## config.mk

```make
export PLATFORM = sky130hd
export DESIGN_NAME = ccot_core
export DESIGN_NICKNAME = d
export VERILOG_FILES = /design/src/core/ccot_pkg.sv /design/src/core/ccot_core.sv /design/src/core/ccot_setup_timer.sv
export SDC_FILE = /design/constraint.sdc
export NUM_CORES = 1
export LEC_CHECK = 0
export CORE_MARGIN = 1.5
export CORE_UTILIZATION = 55
export CTS_BUF_LIST = sky130_fd_sc_hd__clkbuf_4 sky130_fd_sc_hd__clkbuf_8
export DETAILED_ROUTE_END_ITERATION = 10
export DONT_BUFFER_PORTS = 1
export PLACE_DENSITY = 0.75
export SLEW_MARGIN = 20
export SYNTH_ARGS = -nofsm -noshare
export SYNTH_HDL_FRONTEND = slang
export SYNTH_SLANG_ARGS = --single-unit
```

## constraint.sdc

```tcl
create_clock -name mclk -period 4.3 [get_ports mclk]
set_input_delay 0.86 -clock mclk [delete_from_list [all_inputs] [get_ports mclk]]
set_output_delay 0.86 -clock mclk [all_outputs]
set_load 0.02 [all_outputs]
```

## src/core/ccot_pkg.sv

```systemverilog
// Shared constants, option-word field layout, enumerations and carriers
// for the clock option and cycle timing block.
// Assumes one 20 MHz clock standing in for the selected oscillator.
package ccot_pkg;

  // ==========================================================
  // Option word layout
  localparam int OPT_W = 13;
  localparam logic [12:0] OPT_ERASED = 13'h1FFF;
  localparam int W0_CYCLE4_BIT = 10;
  localparam int W0_SUT_LO_BIT = 3;
  localparam int W0_SUT_HI_BIT = 4;
  localparam int W1_OSC_LO_BIT = 1;
  localparam int W1_OSC_HI_BIT = 2;
  localparam int W1_OUTSEL_BIT = 3;
  localparam int W1_RCF_LO_BIT = 5;
  localparam int W1_RCF_HI_BIT = 6;

  // ==========================================================
  // Timing
  localparam int CLK_PERIOD_NS = 50;
  localparam int SETUP_MIN_US = 6500;
  localparam int SETUP_MAX_US = 104000;
  localparam int SETUP_MIN_CYC = (SETUP_MIN_US * 1000 + CLK_PERIOD_NS - 1) / CLK_PERIOD_NS;
  localparam int SETUP_CNT_W = 22;
  localparam logic [1:0] CYC2_LAST = 2'h1;
  localparam logic [1:0] CYC4_LAST = 2'h3;

  // ==========================================================
  // Nominal internal RC frequencies in kHz
  localparam logic [13:0] IRC_KHZ_4M = 14'h0FA0;
  localparam logic [13:0] IRC_KHZ_8M = 14'h1F40;
  localparam logic [13:0] IRC_KHZ_1M = 14'h03E8;
  localparam logic [13:0] IRC_KHZ_455K = 14'h01C7;

  // ==========================================================
  // Register map
  localparam int ADDR_W = 12;
  localparam logic [11:0] REG_CTRL = 12'h000;
  localparam logic [11:0] REG_STATUS = 12'h004;
  localparam logic [11:0] REG_COUNT = 12'h008;
  localparam int CTRL_TICK_BIT = 0;
  localparam int CTRL_CLR_BIT = 1;
  localparam logic CTRL_TICK_RESET = 1'b1;

  // ==========================================================
  // Enumerations
  typedef enum logic [1:0] {
    low_freq_crystal_mode = 2'b00,
    high_freq_crystal_mode = 2'b01,
    external_rc_mode = 2'b10,
    internal_rc_mode = 2'b11
  } ccot_osc_mode_t;

  typedef enum logic [1:0] {
    BIT_NONE = 2'b00,
    BIT_SET = 2'b01,
    BIT_CLR = 2'b10,
    BIT_TEST = 2'b11
  } ccot_bit_op_t;

  // ==========================================================
  // Carriers
  typedef struct packed {
    logic psel;
    logic penable;
    logic pwrite;
    logic [11:0] paddr;
    logic [31:0] pwdata;
    logic [3:0] pstrb;
  } ccot_apb_req_t;

  typedef struct packed {
    logic pready;
    logic [31:0] prdata;
    logic pslverr;
  } ccot_apb_rsp_t;

  typedef struct packed {
    logic valid;
    ccot_osc_mode_t mode;
    logic [1:0] rc_freq_sel;
    logic out_sel;
    logic cycle4;
    logic rc_input_en;
    logic [13:0] irc_khz;
  } ccot_osc_cfg_t;

  typedef struct packed {
    logic captured;
    logic [12:0] w0;
    logic [12:0] w1;
    logic [12:0] w2;
    logic osc_out;
    logic [1:0] phase;
    logic second;
    logic done;
    logic [12:0] op_word;
    logic [7:0] bit_res;
    logic bit_test;
    logic tick_en;
    logic [15:0] count;
    logic [31:0] prdata;
  } ccot_state_t;

  typedef struct packed {
    logic [21:0] cnt;
    logic done;
  } ccot_tmr_state_t;

endpackage

```

## src/core/ccot_core.sv

```systemverilog
// Clock option decode, instruction cycle timing and APB status registers.
// Assumes option words come from non-volatile straps, stable at reset release.
// How it works
// - RC frequency select: 11 4 MHz, 10 8 MHz, 01 1 MHz, 00 455 kHz.
// - Output select bit puts oscillator output on shared pin in RC modes.
// - Mode field: 00 low crystal, 01 high crystal, 10 external RC, 11 internal RC.
// - External RC mode enables the RC network input pin.
// - Word two holds a 13-bit customer identifier with no effect.
// - Two set-up bits pick a stabilisation delay of 6.5 to 104 ms.
// - Each 13-bit instruction word splits into opcode and operand fields.
// - One cycle normally; writes to the program counter take two.
// - Jump, call, returns and true skips take two cycles.
// - Cycle option picks two or four oscillator clocks per cycle.
// - Timer clock is oscillator over four when four-clock cycles chosen.
// - Any bit of any register can be set, cleared or tested.
// - Port registers are handled like ordinary register operands.
// - Option words are invisible to and unchangeable by running code.
// - Cycle option is bit 10 of word zero: zero two, one four.
module ccot_core #(
  parameter int SETUP_BASE_CYC = ccot_pkg::SETUP_MIN_CYC,
  parameter int OPR_W = 8
) (
  // Clock and reset
  input wire logic mclk,
  input wire logic reset,
  // Option words
  input wire logic [12:0] opt_word0,
  input wire logic [12:0] opt_word1,
  input wire logic [12:0] opt_word2,
  // APB slave
  input wire ccot_pkg::ccot_apb_req_t apb_req,
  output ccot_pkg::ccot_apb_rsp_t apb_rsp,
  // Decoded configuration
  output ccot_pkg::ccot_osc_cfg_t osc_cfg,
  output logic [12:0] customer_ident_field,
  output logic setup_done,
  // Cycle timing
  output logic cycle_en,
  output logic timer_tick,
  // Instruction sequencing
  input wire logic instr_valid,
  input wire logic [12:0] instr_word,
  input wire logic instr_pc_write,
  input wire logic instr_branch,
  input wire logic instr_skip_true,
  output logic instr_ready,
  output logic instr_done,
  output logic [12-OPR_W:0] opcode_field,
  output logic [OPR_W-1:0] operand_field,
  // Bit operations
  input wire logic [7:0] bit_reg_data,
  input wire logic [2:0] bit_index,
  input wire ccot_pkg::ccot_bit_op_t bit_op,
  output logic [7:0] bit_result,
  output logic bit_test,
  // Shared port pin
  input wire logic port_out,
  input wire logic port_oe,
  output logic shared_port_pin_o,
  output logic shared_port_pin_oe
);

  ccot_pkg::ccot_state_t st_reg;
  ccot_pkg::ccot_state_t st_next;
  ccot_pkg::ccot_osc_mode_t mode;
  logic cycle4;
  logic run;
  logic take;
  logic two_cycle;
  logic rc_mode;
  logic apb_setup;
  logic apb_wr;
  logic addr_hit;
  logic [31:0] rd_mux;
  logic [13:0] irc_khz;

  // ==========================================================
  // Option decode, taken only from the captured copy
  assign mode = ccot_pkg::ccot_osc_mode_t'(
    st_reg.w1[ccot_pkg::W1_OSC_HI_BIT:ccot_pkg::W1_OSC_LO_BIT]);
  assign cycle4 = st_reg.w0[ccot_pkg::W0_CYCLE4_BIT];
  assign rc_mode = (mode == ccot_pkg::external_rc_mode) || (mode == ccot_pkg::internal_rc_mode);

  // Nominal internal RC frequency
  always_comb begin
    unique case (st_reg.w1[ccot_pkg::W1_RCF_HI_BIT:ccot_pkg::W1_RCF_LO_BIT])
      2'b11: irc_khz = ccot_pkg::IRC_KHZ_4M;
      2'b10: irc_khz = ccot_pkg::IRC_KHZ_8M;
      2'b01: irc_khz = ccot_pkg::IRC_KHZ_1M;
      2'b00: irc_khz = ccot_pkg::IRC_KHZ_455K;
    endcase
  end

  // Trim bits and unused bits are never decoded: auto calibration is assumed
  assign osc_cfg.valid = st_reg.captured;
  assign osc_cfg.irc_khz = irc_khz;
  assign osc_cfg.mode = mode;
  assign osc_cfg.rc_freq_sel = st_reg.w1[ccot_pkg::W1_RCF_HI_BIT:ccot_pkg::W1_RCF_LO_BIT];
  assign osc_cfg.out_sel = st_reg.w1[ccot_pkg::W1_OUTSEL_BIT];
  assign osc_cfg.cycle4 = cycle4;
  assign osc_cfg.rc_input_en = st_reg.captured && (mode == ccot_pkg::external_rc_mode);
  assign customer_ident_field = st_reg.w2;

  // ==========================================================
  // Stabilisation delay before anything executes
  ccot_setup_timer #(
    .BASE_CYC(SETUP_BASE_CYC)
  ) u_setup (
    .mclk(mclk),
    .reset(reset),
    .start(st_reg.captured),
    .sel(st_reg.w0[ccot_pkg::W0_SUT_HI_BIT:ccot_pkg::W0_SUT_LO_BIT]),
    .done(setup_done)
  );

  // ==========================================================
  // Cycle enables: phase wraps after two or four clocks
  assign run = st_reg.captured && setup_done;
  assign cycle_en = run && (st_reg.phase ==
    (cycle4 ? ccot_pkg::CYC4_LAST : ccot_pkg::CYC2_LAST));
  assign timer_tick = cycle_en && st_reg.tick_en;

  // Instruction hand-off only on a cycle boundary with no second cycle pending
  assign instr_ready = cycle_en && !st_reg.second;
  assign take = instr_valid && instr_ready;
  assign two_cycle = instr_pc_write || instr_branch || instr_skip_true;
  assign instr_done = st_reg.done;
  assign opcode_field = st_reg.op_word[12:OPR_W];
  assign operand_field = st_reg.op_word[OPR_W-1:0];
  assign bit_result = st_reg.bit_res;
  assign bit_test = st_reg.bit_test;

  // Shared pin: oscillator output only in the RC modes
  assign shared_port_pin_o = (rc_mode && osc_cfg.out_sel) ? st_reg.osc_out : port_out;
  assign shared_port_pin_oe = (rc_mode && osc_cfg.out_sel) ? 1'b1 : port_oe;

  // ==========================================================
  // APB decode; no register reaches the option words
  assign apb_setup = apb_req.psel && !apb_req.penable;
  assign apb_wr = apb_req.psel && apb_req.penable && apb_req.pwrite;
  assign addr_hit = (apb_req.paddr == ccot_pkg::REG_CTRL) ||
    (apb_req.paddr == ccot_pkg::REG_STATUS) || (apb_req.paddr == ccot_pkg::REG_COUNT);
  assign apb_rsp.pready = 1'b1;
  assign apb_rsp.pslverr = apb_req.psel && apb_req.penable && !addr_hit;
  assign apb_rsp.prdata = st_reg.prdata;

  // Read mux, sampled in the setup cycle so data comes from a flop
  always_comb begin
    rd_mux = 32'h0000_0000;
    if (apb_req.paddr == ccot_pkg::REG_CTRL) begin
      rd_mux[ccot_pkg::CTRL_TICK_BIT] = st_reg.tick_en;
    end else if (apb_req.paddr == ccot_pkg::REG_STATUS) begin
      rd_mux[2:0] = {st_reg.captured, st_reg.second, setup_done};
    end else if (apb_req.paddr == ccot_pkg::REG_COUNT) begin
      rd_mux[15:0] = st_reg.count;
    end
  end

  // ==========================================================
  // Next state for everything this module remembers
  always_comb begin
    st_next = st_reg;
    st_next.done = 1'b0;
    // One-time capture after reset release, then frozen
    if (!st_reg.captured) begin
      st_next.captured = 1'b1;
      st_next.w0 = opt_word0;
      st_next.w1 = opt_word1;
      st_next.w2 = opt_word2;
    end
    // Oscillator output stand-in toggles every clock, so the pin moves from capture on
    st_next.osc_out = ~st_reg.osc_out;
    if (run) begin
      st_next.phase = cycle_en ? 2'h0 : st_reg.phase + 2'h1;
    end
    // Second cycle of a long instruction, or a new fetch
    if (cycle_en && st_reg.second) begin
      st_next.second = 1'b0;
      st_next.done = 1'b1;
    end else if (take) begin
      st_next.op_word = instr_word;
      st_next.second = two_cycle;
      st_next.done = !two_cycle;
      // Source register may equally be a port register
      unique case (bit_op)
        ccot_pkg::BIT_SET: st_next.bit_res = bit_reg_data | (8'h01 << bit_index);
        ccot_pkg::BIT_CLR: st_next.bit_res = bit_reg_data & ~(8'h01 << bit_index);
        ccot_pkg::BIT_TEST: st_next.bit_test = bit_reg_data[bit_index];
        ccot_pkg::BIT_NONE: st_next.bit_res = bit_reg_data;
      endcase
    end
    // Completed instructions; a clear write wins over a completion
    if (apb_wr && apb_req.paddr == ccot_pkg::REG_CTRL && apb_req.pstrb[0]) begin
      st_next.tick_en = apb_req.pwdata[ccot_pkg::CTRL_TICK_BIT];
    end
    if (apb_wr && apb_req.paddr == ccot_pkg::REG_CTRL && apb_req.pstrb[0] &&
        apb_req.pwdata[ccot_pkg::CTRL_CLR_BIT]) begin
      st_next.count = 16'h0000;
    end else if (st_reg.done) begin
      st_next.count = st_reg.count + 16'h0001;
    end
    if (apb_setup) begin
      st_next.prdata = rd_mux;
    end
  end

  // State register; option copies rest at the erased value
  always_ff @(posedge mclk or posedge reset) begin
    if (reset) begin
      st_reg <= '{captured: 1'b0, w0: ccot_pkg::OPT_ERASED, w1: ccot_pkg::OPT_ERASED,
                  w2: ccot_pkg::OPT_ERASED, tick_en: ccot_pkg::CTRL_TICK_RESET, default: '0};
    end else begin
      st_reg <= st_next;
    end
  end

  // ==========================================================
  // Checks
  cyc2_rate_a: assert property (@(posedge mclk) disable iff (reset)
    (cycle_en && !cycle4) |=> !cycle_en ##1 cycle_en)
    else $error("two-clock cycle spacing wrong");

  cyc4_rate_a: assert property (@(posedge mclk) disable iff (reset)
    (cycle_en && cycle4) |=> !cycle_en [*3] ##1 cycle_en)
    else $error("four-clock cycle spacing wrong");

  timer_div_a: assert property (@(posedge mclk) disable iff (reset)
    (timer_tick && cycle4) |=> !timer_tick [*3])
    else $error("timer tick faster than oscillator over four");

  long_instr_a: assert property (@(posedge mclk) disable iff (reset)
    (take && two_cycle && !cycle4) |=> !instr_done [*2] ##1 instr_done)
    else $error("two-cycle instruction timing wrong");

  short_instr_a: assert property (@(posedge mclk) disable iff (reset)
    (take && !two_cycle) |=> instr_done)
    else $error("single-cycle instruction not done next clock");

  pin_mux_a: assert property (@(posedge mclk) disable iff (reset)
    (st_reg.captured && rc_mode && osc_cfg.out_sel) |-> shared_port_pin_oe &&
      (shared_port_pin_o != $past(shared_port_pin_o)))
    else $error("shared pin not carrying oscillator output");

  rc_input_a: assert property (@(posedge mclk) disable iff (reset)
    (st_reg.captured && !osc_cfg.rc_input_en) |-> mode != ccot_pkg::external_rc_mode)
    else $error("external RC mode without RC input");

  opts_held_a: assert property (@(posedge mclk) disable iff (reset)
    ($past(st_reg.captured) && st_reg.captured) |-> $stable(st_reg.w1) && $stable(st_reg.w0))
    else $error("option words changed while running");

  irc_freq_a: assert property (@(posedge mclk) disable iff (reset)
    (osc_cfg.rc_freq_sel == 2'b00) |-> osc_cfg.irc_khz == ccot_pkg::IRC_KHZ_455K)
    else $error("455 kHz selection decoded wrong");

  setup_gate_a: assert property (@(posedge mclk) disable iff (reset)
    !setup_done |-> !instr_ready && !cycle_en)
    else $error("execution before set-up delay ended");

  bit_set_a: assert property (@(posedge mclk) disable iff (reset)
    (take && bit_op == ccot_pkg::BIT_SET) |=> bit_result[$past(bit_index)])
    else $error("bit set did not set the chosen bit");

  long_instr4_a: assert property (@(posedge mclk) disable iff (reset)
    (take && two_cycle && cycle4) |=> !instr_done [*4] ##1 instr_done)
    else $error("two-cycle instruction timing wrong in four-clock mode");

  bit_clr_a: assert property (@(posedge mclk) disable iff (reset)
    (take && bit_op == ccot_pkg::BIT_CLR) |=> !bit_result[$past(bit_index)])
    else $error("bit clear did not clear the chosen bit");

  bit_test_a: assert property (@(posedge mclk) disable iff (reset)
    (take && bit_op == ccot_pkg::BIT_TEST && bit_reg_data[bit_index]) |=> bit_test)
    else $error("bit test missed a set bit");

  irc_4m_a: assert property (@(posedge mclk) disable iff (reset)
    (osc_cfg.rc_freq_sel == 2'b11) |-> osc_cfg.irc_khz == ccot_pkg::IRC_KHZ_4M)
    else $error("4 MHz selection decoded wrong");

  irc_8m_a: assert property (@(posedge mclk) disable iff (reset)
    (osc_cfg.rc_freq_sel == 2'b10) |-> osc_cfg.irc_khz == ccot_pkg::IRC_KHZ_8M)
    else $error("8 MHz selection decoded wrong");

  irc_1m_a: assert property (@(posedge mclk) disable iff (reset)
    (osc_cfg.rc_freq_sel == 2'b01) |-> osc_cfg.irc_khz == ccot_pkg::IRC_KHZ_1M)
    else $error("1 MHz selection decoded wrong");

  pin_port_a: assert property (@(posedge mclk) disable iff (reset)
    !(rc_mode && osc_cfg.out_sel) |-> shared_port_pin_o == port_out &&
      shared_port_pin_oe == port_oe)
    else $error("shared pin not acting as port bit");

  ident_held_a: assert property (@(posedge mclk) disable iff (reset)
    ($past(st_reg.captured) && st_reg.captured) |-> $stable(customer_ident_field))
    else $error("customer identifier changed while running");

  tick_off_a: assert property (@(posedge mclk) disable iff (reset)
    !st_reg.tick_en |-> !timer_tick)
    else $error("timer tick while disabled");

  rc_early_a: assert property (@(posedge mclk) disable iff (reset)
    !st_reg.captured |-> !osc_cfg.rc_input_en)
    else $error("RC input enabled before options captured");

endmodule

```

## src/core/ccot_setup_timer.sv

```systemverilog
// Oscillator stabilisation delay counter.
// Assumes start rises once after the option words are captured and stays.
module ccot_setup_timer #(
  parameter int BASE_CYC = ccot_pkg::SETUP_MIN_CYC
) (
  // Clock and reset
  input wire logic mclk,
  input wire logic reset,
  // Control
  input wire logic start,
  input wire logic [1:0] sel,
  // Result
  output logic done
);

  ccot_pkg::ccot_tmr_state_t st_reg;
  ccot_pkg::ccot_tmr_state_t st_next;
  logic [21:0] target;

  // ==========================================================
  // Delay selection: 11 shortest, 00 longest, x16 span
  always_comb begin
    unique case (sel)
      2'b11: target = 22'(BASE_CYC);
      2'b10: target = 22'(BASE_CYC * 2);
      2'b01: target = 22'(BASE_CYC * 4);
      2'b00: target = 22'(BASE_CYC * 16);
    endcase
  end

  // Count up once started; done latches until reset
  always_comb begin
    st_next = st_reg;
    if (start && !st_reg.done) begin
      st_next.cnt = st_reg.cnt + 22'h000001;
      if (st_reg.cnt == target - 22'h000001) begin
        st_next.done = 1'b1;
      end
    end
  end

  // State register
  always_ff @(posedge mclk or posedge reset) begin
    if (reset) begin
      st_reg <= '0;
    end else begin
      st_reg <= st_next;
    end
  end

  assign done = st_reg.done;

endmodule

```

# Word level (Yosys, flattened, before mapping)
# Cells that the tools add are included.
# classes
n_addsub	4
n_reduce_logical	37
n_mul	0
bitwise_logic	5
n_eq_ne	15
magnitude_cmp	1
n_mux	19
shifts	1
div	0
# ops
cell	count
case mux 22 bit (4 select lines)	1
case mux 14 bit (4 select lines)	1
2-to-1 mux 16 bit	3
2-to-1 mux 24 bit	1
case mux 8 bit (3 select lines)	1
adder 22 x 1 -> 22 bit (second input constant)	1
equality test 22 bit	1
subtractor 22 x 1 -> 22 bit (second input constant)	1
adder 16 x 1 -> 16 bit (second input constant)	1
equality test 2 bit (second input constant)	8
logical AND 1 bit	16
2-to-1 mux 15 bit	1
2-to-1 mux 13 bit	1
equality test 12 x 3 -> 1 bit (second input constant)	1
equality test 12 x 4 -> 1 bit (second input constant)	1
zero test 12 bit	1
bitwise AND 8 bit	1
NOT 8 bit	1
OR 8 bit	1
left shift 1 x 3 -> 8 bit (first input constant)	1
equality test 2 x 1 -> 1 bit (second input constant)	3
zero test 2 bit	3
2-to-1 mux 2 bit	3
AND reduction 3 bit	2
other kinds (12)	27
# totals
rom_bits	0
mem_bits_rw	0
reg_bits	123
latch_bits	0
elab_cells	98
memories	0

# Depth between registers and ports, before layout
# Gate-level depths: netlist of run 1.
# depth
word_depth	7
mapped_depth	7
mapped_depth_nobuf	6

# Hierarchy
# A second synthesis of run 1 with hierarchy kept.
# hier_totals
hier_cells	505
hier_area_um2	5587.9
# by_module_without_submodules
module	cells_per_inst	seq_area_each_um2	instances	area_each_um2
ccot_core	391	2079.5	1	4306.6
ccot_setup_timer	114	575.6	1	1281.2

# Least setup slack after synthesis of run 1
# Ideal clock, no wire load.
# synth_timing
kind	input to output
start	input apb_req[40] in the netlist's numbering
end	output apb_rsp[0] in the netlist's numbering
stages	4
path_slack_ps	1737
required_ps	3440
n_path_buf	0
t_arrival_ps	1703
path_cell_list	nor4_1 nand3_1 a21o_1 and3_1
# synth_rtl
item	line	source
from (decl)	ccot_core.sv:31	input wire ccot_pkg::ccot_apb_req_t apb_req,
to (decl)	ccot_core.sv:32	output ccot_pkg::ccot_apb_rsp_t apb_rsp,

# Worst setup path in the final report of run 1
# layout_timing
start	register u_setup.st_reg (netlist bit u_setup.done)
end	output instr_ready
# layout_between
elab_chain_len	3
# layout_rtl
item	line	source
from (decl)	ccot_setup_timer.sv:16	ccot_pkg::ccot_tmr_state_t st_reg;
from (signal assigned)	ccot_setup_timer.sv:47	st_reg <= st_next;
logical AND 1 bit	ccot_core.sv:118	assign run = st_reg.captured && setup_done;
logical AND 1 bit	ccot_core.sv:119	assign cycle_en = run && (st_reg.phase ==
logical AND 1 bit	ccot_core.sv:124	assign instr_ready = cycle_en && !st_reg.second;
to (decl)	ccot_core.sv:46	output logic instr_ready,
# Every way passes these cells.

==> flow_metrics.tcl, run 1 <==
set metrics [dict create \
    coreArea_um2 9730 \
    stdcell_area_um2 5310 \
    synth_most_common_cell "dfrtp_1" \
    setup_slack_ps 1570 \
    synth.distinct_cells 52 \
    yosysWarnings 0 \
    routedWlPerCell_um 15.9 \
    netlist_area_um2 5480 \
    fmax_ghz 0.366 \
    synth_top_area_share_pct 37.9 \
    hold_viol 0 \
    die_w_um 103 \
    cts_htree_levels 3 \
    power_frac_clock_pct 33.8 \
    seqPwrFrac_pct 56.0 \
    grt-ovfl-total 0 \
    rows 36 \
    dp_hpwl_um 6700 \
    avgSynthCellArea_um2 10.9 \
    start_kind "flip-flop" \
    grt_use_total_pct 17.5 \
    p_sw_share_pct 26.8 \
    clock_skew_ps 9.94 \
    synth.area.top_cells "dfrtp_1, buf_4, dfstp_2, mux2_2, xnor2_1" \
    rsz0062_at_grt "false" \
    fin_tns_setup_ps 0 \
    vias 3254 \
    largest_reg_flops 23 \
    crit_fanout 8 \
    async_flop_share_pct 100 \
    cts_setup_buffers 0 \
    ir_worst_vdd_uv 215 \
    antenna_found_initial 0 \
    power_density_nw_per_um2 387 \
    fin_crit_sh_pct 63.6 \
    ctsLongestPathBuffers 2 \
    relSlewSlack_pct 32.7 \
    gp_congestion 0.783 \
    crit_path_end_kind "output pin" \
    cp_data_arrival_time_ps 1870 \
    pin_count 222 \
    place_area_um2 5070 \
    dp.cells 560 \
    synth-edff-count 0 \
    grt_pass1_wl_um 14300 \
    postRouteAntennaNets 0 \
    cts_tree "done" \
    grt_pass1_vias 3110 \
    drv_slew 0 \
    finish.utilization_pct 54.6 \
    clock_latency_ps 370 \
    leakage_nw 2.36 \
    r2r_setup_slack_ps 1930 \
    cap_violations 0 \
    synthCells 503 \
    root_buffer "clkbuf_8" \
    drt_wl_total_um 9180 \
    portBuffers 0 \
    ys.flop_type "dfrtp_1" \
    layout.nets 570 \
    drive_gt1_share_pct 21.2 \
    cts_num_sinks 105 \
    power.internal_mw 1.50 \
    ys_ff_latch 105 \
    yosysTopAreaCell "dfrtp_1" \
    drc 0 \
    post-place-ws_ps 1600 \
    min_path_type "reg2reg" \
    clk_pin_slew_worst_paths_ps 100 \
    vias_per_cell 5.65 \
    firstDrtPassIters 4 \
    p_switching_mw 0.551 \
    holdBufCountCts 0 \
    fin_crit_ps 2730 \
    cts_resized 0 \
    dieArea_um2 10600 \
    die_h_um 103 \
    fin_cells 576 \
    drt_iter0_drc 94 \
    start_util_pct 56.3 \
    yosys-top-cells-count "dfrtp_1, buf_4, mux2_2" \
    finalSetupViolCount 0 \
    path_class "reg2out" \
    grt_max_degree 87 \
    critPathRequiredTime_ps 3440 \
    pwr-share-comb_pct 10.2 \
    ys_seq_area_share_pct 48.4 \
    status "finished clean" \
    numCtsBuffers 9 \
    diodes 0 \
    area_growth_pct -3.06 \
    nFillCells 814 \
    tightest_slew_ps 1000 \
]
cell type report:
type / instances / area (um2) / share of cell area (%)
well taps: 133 / 166 / 3.13
repair buffers: 2 / 15.0 / 0.283
clock buffers: 11 / 145 / 2.73
flip-flops and latches: 105 / 2660 / 50.0
multi-input cells: 306 / 2190 / 41.2
clock inverters: 5 / 85.1 / 1.60
inverters: 14 / 57.6 / 1.08
routing by layer:
layer  GRT usage (%)  vias up  share of wire, %
met4            7.17        0               1.5
met1            21.4     1616                42
li1                -     1513                 -
met5               0        -                 0
met2            30.1      110                51
met3            3.86       15               5.3
stage by stage:
step	hold slack (ps)	total power, mW
after floorplan	380	1.38
after global placement	390	1.37
after detailed placement	401	1.38
after CTS	416	2.08
after global routing	431	2.16
final	416	2.05
worst max-delay path, stage by stage, from the launching register on:
cell and delay (ps):
dfrtp_1 700, and3_1 320, nand2_1 140, nor2_1 350
logic make-up (layout without fill, tap and decap cells):
kind of cell / after synthesis / in the layout / synth area share, %
other: 2 / 21 / 0.137
adder cells (fa/ha/maj): 8 / 8 / 1.83
flip-flops: 105 / 105 / 48.4
AND/OR/NAND/NOR: 145 / 145 / 14.5
XOR/XNOR: 39 / 39 / 6.23
buffers and inverters: 111 / 32 / 13.2
multiplexers: 41 / 41 / 8.79
AO/OA/AOI/OAI: 52 / 52 / 6.85
power by group through the flow:
stage / clock network (mW) / logic, mW / registers (mW)
final: 0.695 / 0.210 / 1.15
after global routing: 0.756 / 0.243 / 1.16
after CTS: 0.716 / 0.213 / 1.15
after detailed placement: 0 / 0.213 / 1.17
after global placement: 0 / 0.204 / 1.16
after floorplan: 0 / 0.263 / 1.12
cell usage in the layout, fill, tap and decap left out, types with 2 or more instances in the layout:
cell,instances
a21oi_1,7
nand3_1,17
buf_4,2
inv_1,13
or2_2,2
and3_1,8
and4_1,4
a21o_1,2
and2_1,2
a22o_1,17
nand4_1,13
conb_1,21
or4_1,2
nor3_1,8
inv_6,3
a31o_2,2
mux4_2,2
clkbuf_8,10
nand2_1,28
nand4b_1,3
nor2b_1,11
mux2_2,37
nor4_1,6
xnor2_1,27
bufinv_16,2
ha_1,8
nand2b_1,2
xor2_1,12
a22oi_1,3
dfstp_2,22
dfrtp_1,83
nor2_1,26
a32oi_1,4
mux2i_1,2
o21ai_0,12
path summary, 6_finish.rpt:
path | start | end | cells after the start
max in group asynchronous | reset | st_reg[37] | 2
max | u_setup.done | instr_ready | 3
min in group asynchronous | reset | opcode_field[1] | 1
min | st_reg[75] | st_reg[75] | 1
min reg2reg | st_reg[75] | st_reg[75] | 1
max reg2reg | osc_cfg[21] | u_setup.st_reg[15] | 5
Note: power is estimated with default switching activity, not from simulation.
==> inputs of run 2 (changes only) <==
--- a/config.mk
+++ b/config.mk
@@ -10,7 +10,7 @@
 export CTS_BUF_LIST = sky130_fd_sc_hd__clkbuf_4 sky130_fd_sc_hd__clkbuf_8
 export DETAILED_ROUTE_END_ITERATION = 10
 export DONT_BUFFER_PORTS = 1
-export PLACE_DENSITY = 0.75
+export PLACE_DENSITY = 0.78
 export SLEW_MARGIN = 20
 export SYNTH_ARGS = -nofsm -noshare
 export SYNTH_HDL_FRONTEND = slang
==> constraint.sdc (replaced) <==
create_clock -name mclk -period 2.2 [get_ports mclk]
set_input_delay 0.44 -clock mclk [delete_from_list [all_inputs] [get_ports mclk]]
set_output_delay 0.44 -clock mclk [all_outputs]
set_load 0.02 [all_outputs]
==> run 2 against run 1 <==
  * Register-to-register slack worse by 1800 ps
  * Worst hold slack worse by 400 ps
  * Setup slack worse by 1400 ps
  * Clock skew is 2.2 ps higher
  * Critical path type unchanged
==> flow_metrics.tcl, run 2 (same netlist as run 1, synthesis figures left out) <==
set metrics [dict create \
    grt_pass1_wl_um 14600 \
    rr_endpoint "st_reg[46]" \
    setup_slack_ps 137 \
    cts_num_sinks 105 \
    cp_data_arrival_time_ps 1620 \
    crit_path_end_kind "output pin" \
    cts_htree_levels 3 \
    critical_path_depth 4 \
    ir_worst_vdd_uv 484 \
    dp_hpwl_um 6970 \
    drc 0 \
    fin_crit_sh_pct 93.8 \
    power_density_nw_per_um2 726 \
    worst-path-buf-inv 1 \
    endpoint "instr_ready" \
    fin_tns_setup_ps 0 \
    drv_slew 0 \
    grt_use_total_pct 17.9 \
    path_class "reg2out" \
    numCtsBuffers 9 \
    rr_worst_depth 5 \
    leakage_nw 2.41 \
    relSlewSlack_pct 64.8 \
    die_w_um 103 \
    cts_setup_buffers 0 \
    cpPeakStageDelay_ps 640 \
    start_util_pct 56.3 \
    hold_viol 0 \
    pin_count 222 \
    drive_gt1_share_pct 23.9 \
    grt_pass1_vias 3072 \
    firstDrtPassIters 5 \
    grt-ovfl-total 0 \
    crit_fanout 5 \
    post-place-ws_ps 191 \
    cts_tree "done" \
    clock_skew_ps 12.1 \
    drt_wl_total_um 9460 \
    min_path_type "in2async" \
    status "finished clean" \
    diodes 0 \
    critPathTopFamily "flip-flops" \
    vias 3295 \
    slowest_stage "dfstp_2" \
    antenna_found_initial 0 \
    area_growth_pct -1.28 \
    vias_per_cell 5.58 \
    cap_violations 0 \
    routedWlPerCell_um 16.0 \
    r2r_setup_slack_ps 180 \
    finish.utilization_pct 55.6 \
    final_common_cell "dfrtp_1" \
    root_buffer "clkbuf_8" \
    critPathRequiredTime_ps 1760 \
    nFillCells 820 \
    critPathLaunch "osc_cfg[15]" \
    postRouteAntennaNets 0 \
    layout.nets 584 \
    clk_pin_slew_worst_paths_ps 100 \
    largest_reg_flops 23 \
    r2r-start "st_reg[32]" \
    drt_iter0_drc 114 \
    fin_crit_ps 2060 \
    rows 36 \
    fmax_ghz 0.485 \
    gp_congestion 0.765 \
    ctsLongestPathBuffers 2 \
    mostFrequentLayoutCells "dfrtp_1, mux2_2, nand2_1" \
    dieArea_um2 10600 \
    finalSetupViolCount 0 \
    crit_path_cell_trace "xnor2_1 -> nand2_1 -> nor2_1 -> buf_4" \
    tightest_slew_ps 523 \
    grt_max_degree 64 \
    coreArea_um2 9730 \
    start_kind "flip-flop" \
    die_h_um 103 \
    portBuffers 0 \
    rsz0062_at_grt "false" \
    clock_latency_ps 360 \
]
## run 2: cell types whose count changed in the layout (fill, tap and decap cells not counted), sizes merged
cell      delta
clkinvlp     +2
clkbuf       +1
bufinv       -1
inv          -3
clkinv       +1
buf         +14
## run 2: repair_timing
item	CTS	global route
hold buffers	0	0
setup endpoints to repair	0	3
gates resized for setup	0	3
## run 2: worst reg2reg max path: stages, from the launching register on
cell and delay, ps:
dfrtp_1 430, ha_1 220, nand2_2 90, or4_4 560, or4_1 510, a21oi_1 150
## run 2: cell type report
| cell class | count | area (um2) | share of cell area [%] |
|---|---|---|---|
| Sequential cell | 105 | 2660 | 49.1 |
| Multi-Input combinational cell | 306 | 2180 | 40.3 |
| Tap cell | 133 | 166 | 3.08 |
| Clock buffer | 12 | 159 | 2.94 |
| Timing Repair Buffer | 16 | 133 | 2.45 |
| Inverter | 14 | 60.1 | 1.11 |
| Clock inverter | 4 | 51.3 | 0.948 |
## run 2: how the worst min path moves through the flow
stage / startpoint / to / slack [ps]
after global routing: reset / opcode_field[1] / 30
final: reset / operand_field[4] / 20
after CTS: reset / st_reg[75] / 20
after floorplan: st_reg[75] / st_reg[75] / 380
after global placement: st_reg[75] / st_reg[75] / 390
after detailed placement: st_reg[75] / st_reg[75] / 390
## run 2: routing by layer
| metal | share of wire, % | vias up | track usage [%] |
|---|---|---|---|
| li1 | - | 1544 | - |
| met1 | 42 | 1633 | 21.9 |
| met2 | 52 | 106 | 30.2 |
| met3 | 5.4 | 12 | 5.42 |
| met4 | 1.4 | 0 | 6.34 |
| met5 | 0 | - | 0 |
## run 2: metrics by stage
stage	instance area, um2	std cells	hold WS [ps]	power [mW]
after CTS	5400	590	24.9	3.96
after floorplan	5560	522	380	2.70
after global placement	5190	574	393	2.69
final	5410	590	18.2	3.93
after global routing	5410	590	31.2	4.12
after detailed placement	5190	574	395	2.73
## run 2: report_power, final
group	switching, mW	internal [mW]
clock network	0.634	0.604
registers	0.177	2.07
logic	0.248	0.189
total	1.06	2.87
==> inputs of run 3 (changes only) <==
--- a/config.mk
+++ b/config.mk
@@ -10,7 +10,7 @@
 export CTS_BUF_LIST = sky130_fd_sc_hd__clkbuf_4 sky130_fd_sc_hd__clkbuf_8
 export DETAILED_ROUTE_END_ITERATION = 10
 export DONT_BUFFER_PORTS = 1
-export PLACE_DENSITY = 0.78
+export PLACE_DENSITY_LB_ADDON = 0.1
 export SLEW_MARGIN = 20
 export SYNTH_ARGS = -nofsm -noshare
 export SYNTH_HDL_FRONTEND = slang
==> run 3 against run 2 <==
  * Critical path depth is the same
  * Utilization fell by 0.077 points
  * Die area is the same
  * Clock skew increased by 1.2 ps
  * Setup slack worse by 32 ps
  * Sequential share of layout area up 0.068 points
  * Register-to-register slack hardly changed
  * Final area is 0.14% lower
==> flow_metrics.tcl, run 3 (same netlist as run 1, synthesis figures left out) <==
set metrics [dict create \
    crit_path_end_kind "output pin" \
    drt_wl_total_um 9230 \
    fin_crit_sh_pct 95.2 \
    fmax_ghz 0.477 \
    seqPwrFrac_pct 58.4 \
    grt_use_total_pct 17.4 \
    critPathRequiredTime_ps 1760 \
    dp_hpwl_um 6760 \
    numCtsBuffers 9 \
    area_growth_pct -1.42 \
    hold_viol 0 \
    postRouteAntennaNets 0 \
    gp_congestion 0.762 \
    final_common_cell "dfrtp_1" \
    drive_gt1_share_pct 23.8 \
    largest_reg_flops 23 \
    cts_setup_buffers 0 \
    die_w_um 103 \
    cp_data_arrival_time_ps 1650 \
    fin_cells 591 \
    drc 0 \
    leakage_nw 2.41 \
    fin_hold_ws_ps 197 \
    portBuffers 0 \
    start_util_pct 56.3 \
    fin_crit_ps 2090 \
    routedWlPerCell_um 15.6 \
    tightest_slew_ps 562 \
    power_frac_clock_pct 30.5 \
    root_buffer "clkbuf_8" \
    dp.cells 574 \
    cpPeakStageDelay_ps 630 \
    clock_latency_ps 370 \
    p_switching_mw 1.12 \
    grt_max_degree 93 \
    grt-ovfl-total 0 \
    drv_slew 0 \
    critPathTopFamily "flip-flops" \
    cap_violations 0 \
    post-place-ws_ps 198 \
    pin_count 222 \
    ctsLongestPathBuffers 2 \
    dieArea_um2 10600 \
    diodes 0 \
    die_h_um 103 \
    pwr-share-comb_pct 11.1 \
    mostFrequentLayoutCells "dfrtp_1, mux2_2, nand2_1" \
    drt_iter0_drc 100 \
    min_path_type "in2reg" \
    start_kind "flip-flop" \
    p_sw_share_pct 29.0 \
    crit_path_cell_trace "xnor2_1 -> nand2_1 -> nor2_1 -> buf_4" \
    vias_per_cell 5.42 \
    nFillCells 862 \
    worst-path-buf-inv 1 \
    coreArea_um2 9730 \
    antenna_found_initial 0 \
    setup_slack_ps 106 \
    ir_worst_vdd_uv 431 \
    clk_pin_slew_worst_paths_ps 100 \
    crit_fanout 5 \
    firstDrtPassIters 4 \
    fin_tns_setup_ps 0 \
    total_power_mw 3.85 \
    status "finished clean" \
    rsz0062_at_grt "false" \
    grt_pass1_vias 2898 \
    slowest_stage "dfstp_2" \
    cts_tree "done" \
    vias 3206 \
    relSlewSlack_pct 62.2 \
    power_density_nw_per_um2 713 \
    path_class "reg2out" \
    layout.nets 585 \
    power.internal_mw 2.73 \
    finalSetupViolCount 0 \
    clock_skew_ps 13.3 \
    cts_htree_levels 3 \
    grt_pass1_wl_um 14200 \
    cts_num_sinks 105 \
    rows 36 \
]
run 3: power by group through the flow:
stage / clock [mW] / sequential (mW) / combinational [mW]
final: 1.18 / 2.25 / 0.427
after global routing: 1.30 / 2.27 / 0.486
after CTS: 1.24 / 2.25 / 0.431
after detailed placement: 0 / 2.28 / 0.429
after global placement: 0 / 2.28 / 0.419
after floorplan: 0 / 2.19 / 0.514
run 3: worst paths after layout:
| path | startpoint | slack [ps] | depth (start not counted) | endpoint |
|---|---|---|---|---|
| setup / recovery | osc_cfg[15] | 110 | 4 | instr_ready |
| hold / removal | bit_op[1] | 200 | 1 | bit_test |
| setup reg to reg | st_reg[32] | 180 | 5 | st_reg[46] |
| hold reg to reg | st_reg[75] | 410 | 1 | st_reg[75] |
| max in group asynchronous | reset | 910 | 3 | st_reg[48] |
| min in group asynchronous | reset | 510 | 2 | st_reg[75] |
run 3: metrics by stage:
step | util (%) | area (um2)
floorplan | - | 5560
global placement | 53.3 | 5190
detailed placement | 53.3 | 5190
CTS | 55.4 | 5390
global route | 55.5 | 5400
finish | 55.5 | 5400
run 3: final cells by class:
class	instances	area (um2)	area share [%]
Clock inverter	6	55.1	1.02
Inverter	14	60.1	1.11
Multi-Input combinational cell	306	2180	40.4
Timing Repair Buffer	17	143	2.64
Sequential cell	105	2660	49.2
Tap cell	133	166	3.08
Clock buffer	10	138	2.55
run 3: per-layer routing:
layer	part of all wire, %	track usage (%)	vias to the layer above
li1	-	-	1545
met1	45	23.4	1566
met2	48	27.4	88
met3	5.3	4.61	7
met4	1.1	5.93	0
met5	0	0	-
run 3: what timing repair did:
| action | CTS | global route |
|---|---|---|
| endpoints found under the setup margin | 0 | 3 |
| hold buffers | 1 | 0 |
| hold endpoints to repair | 1 | 0 |
| resized for setup | 0 | 3 |
run 3: worst register-to-register path, delay by kind of cell (launching register included):
kind                     cells  cell delay, ps
flip-flops                   1             440
AO/OA/AOI/OAI                1             150
AND/OR/NAND/NOR              3            1160
adder cells (fa/ha/maj)      1             210
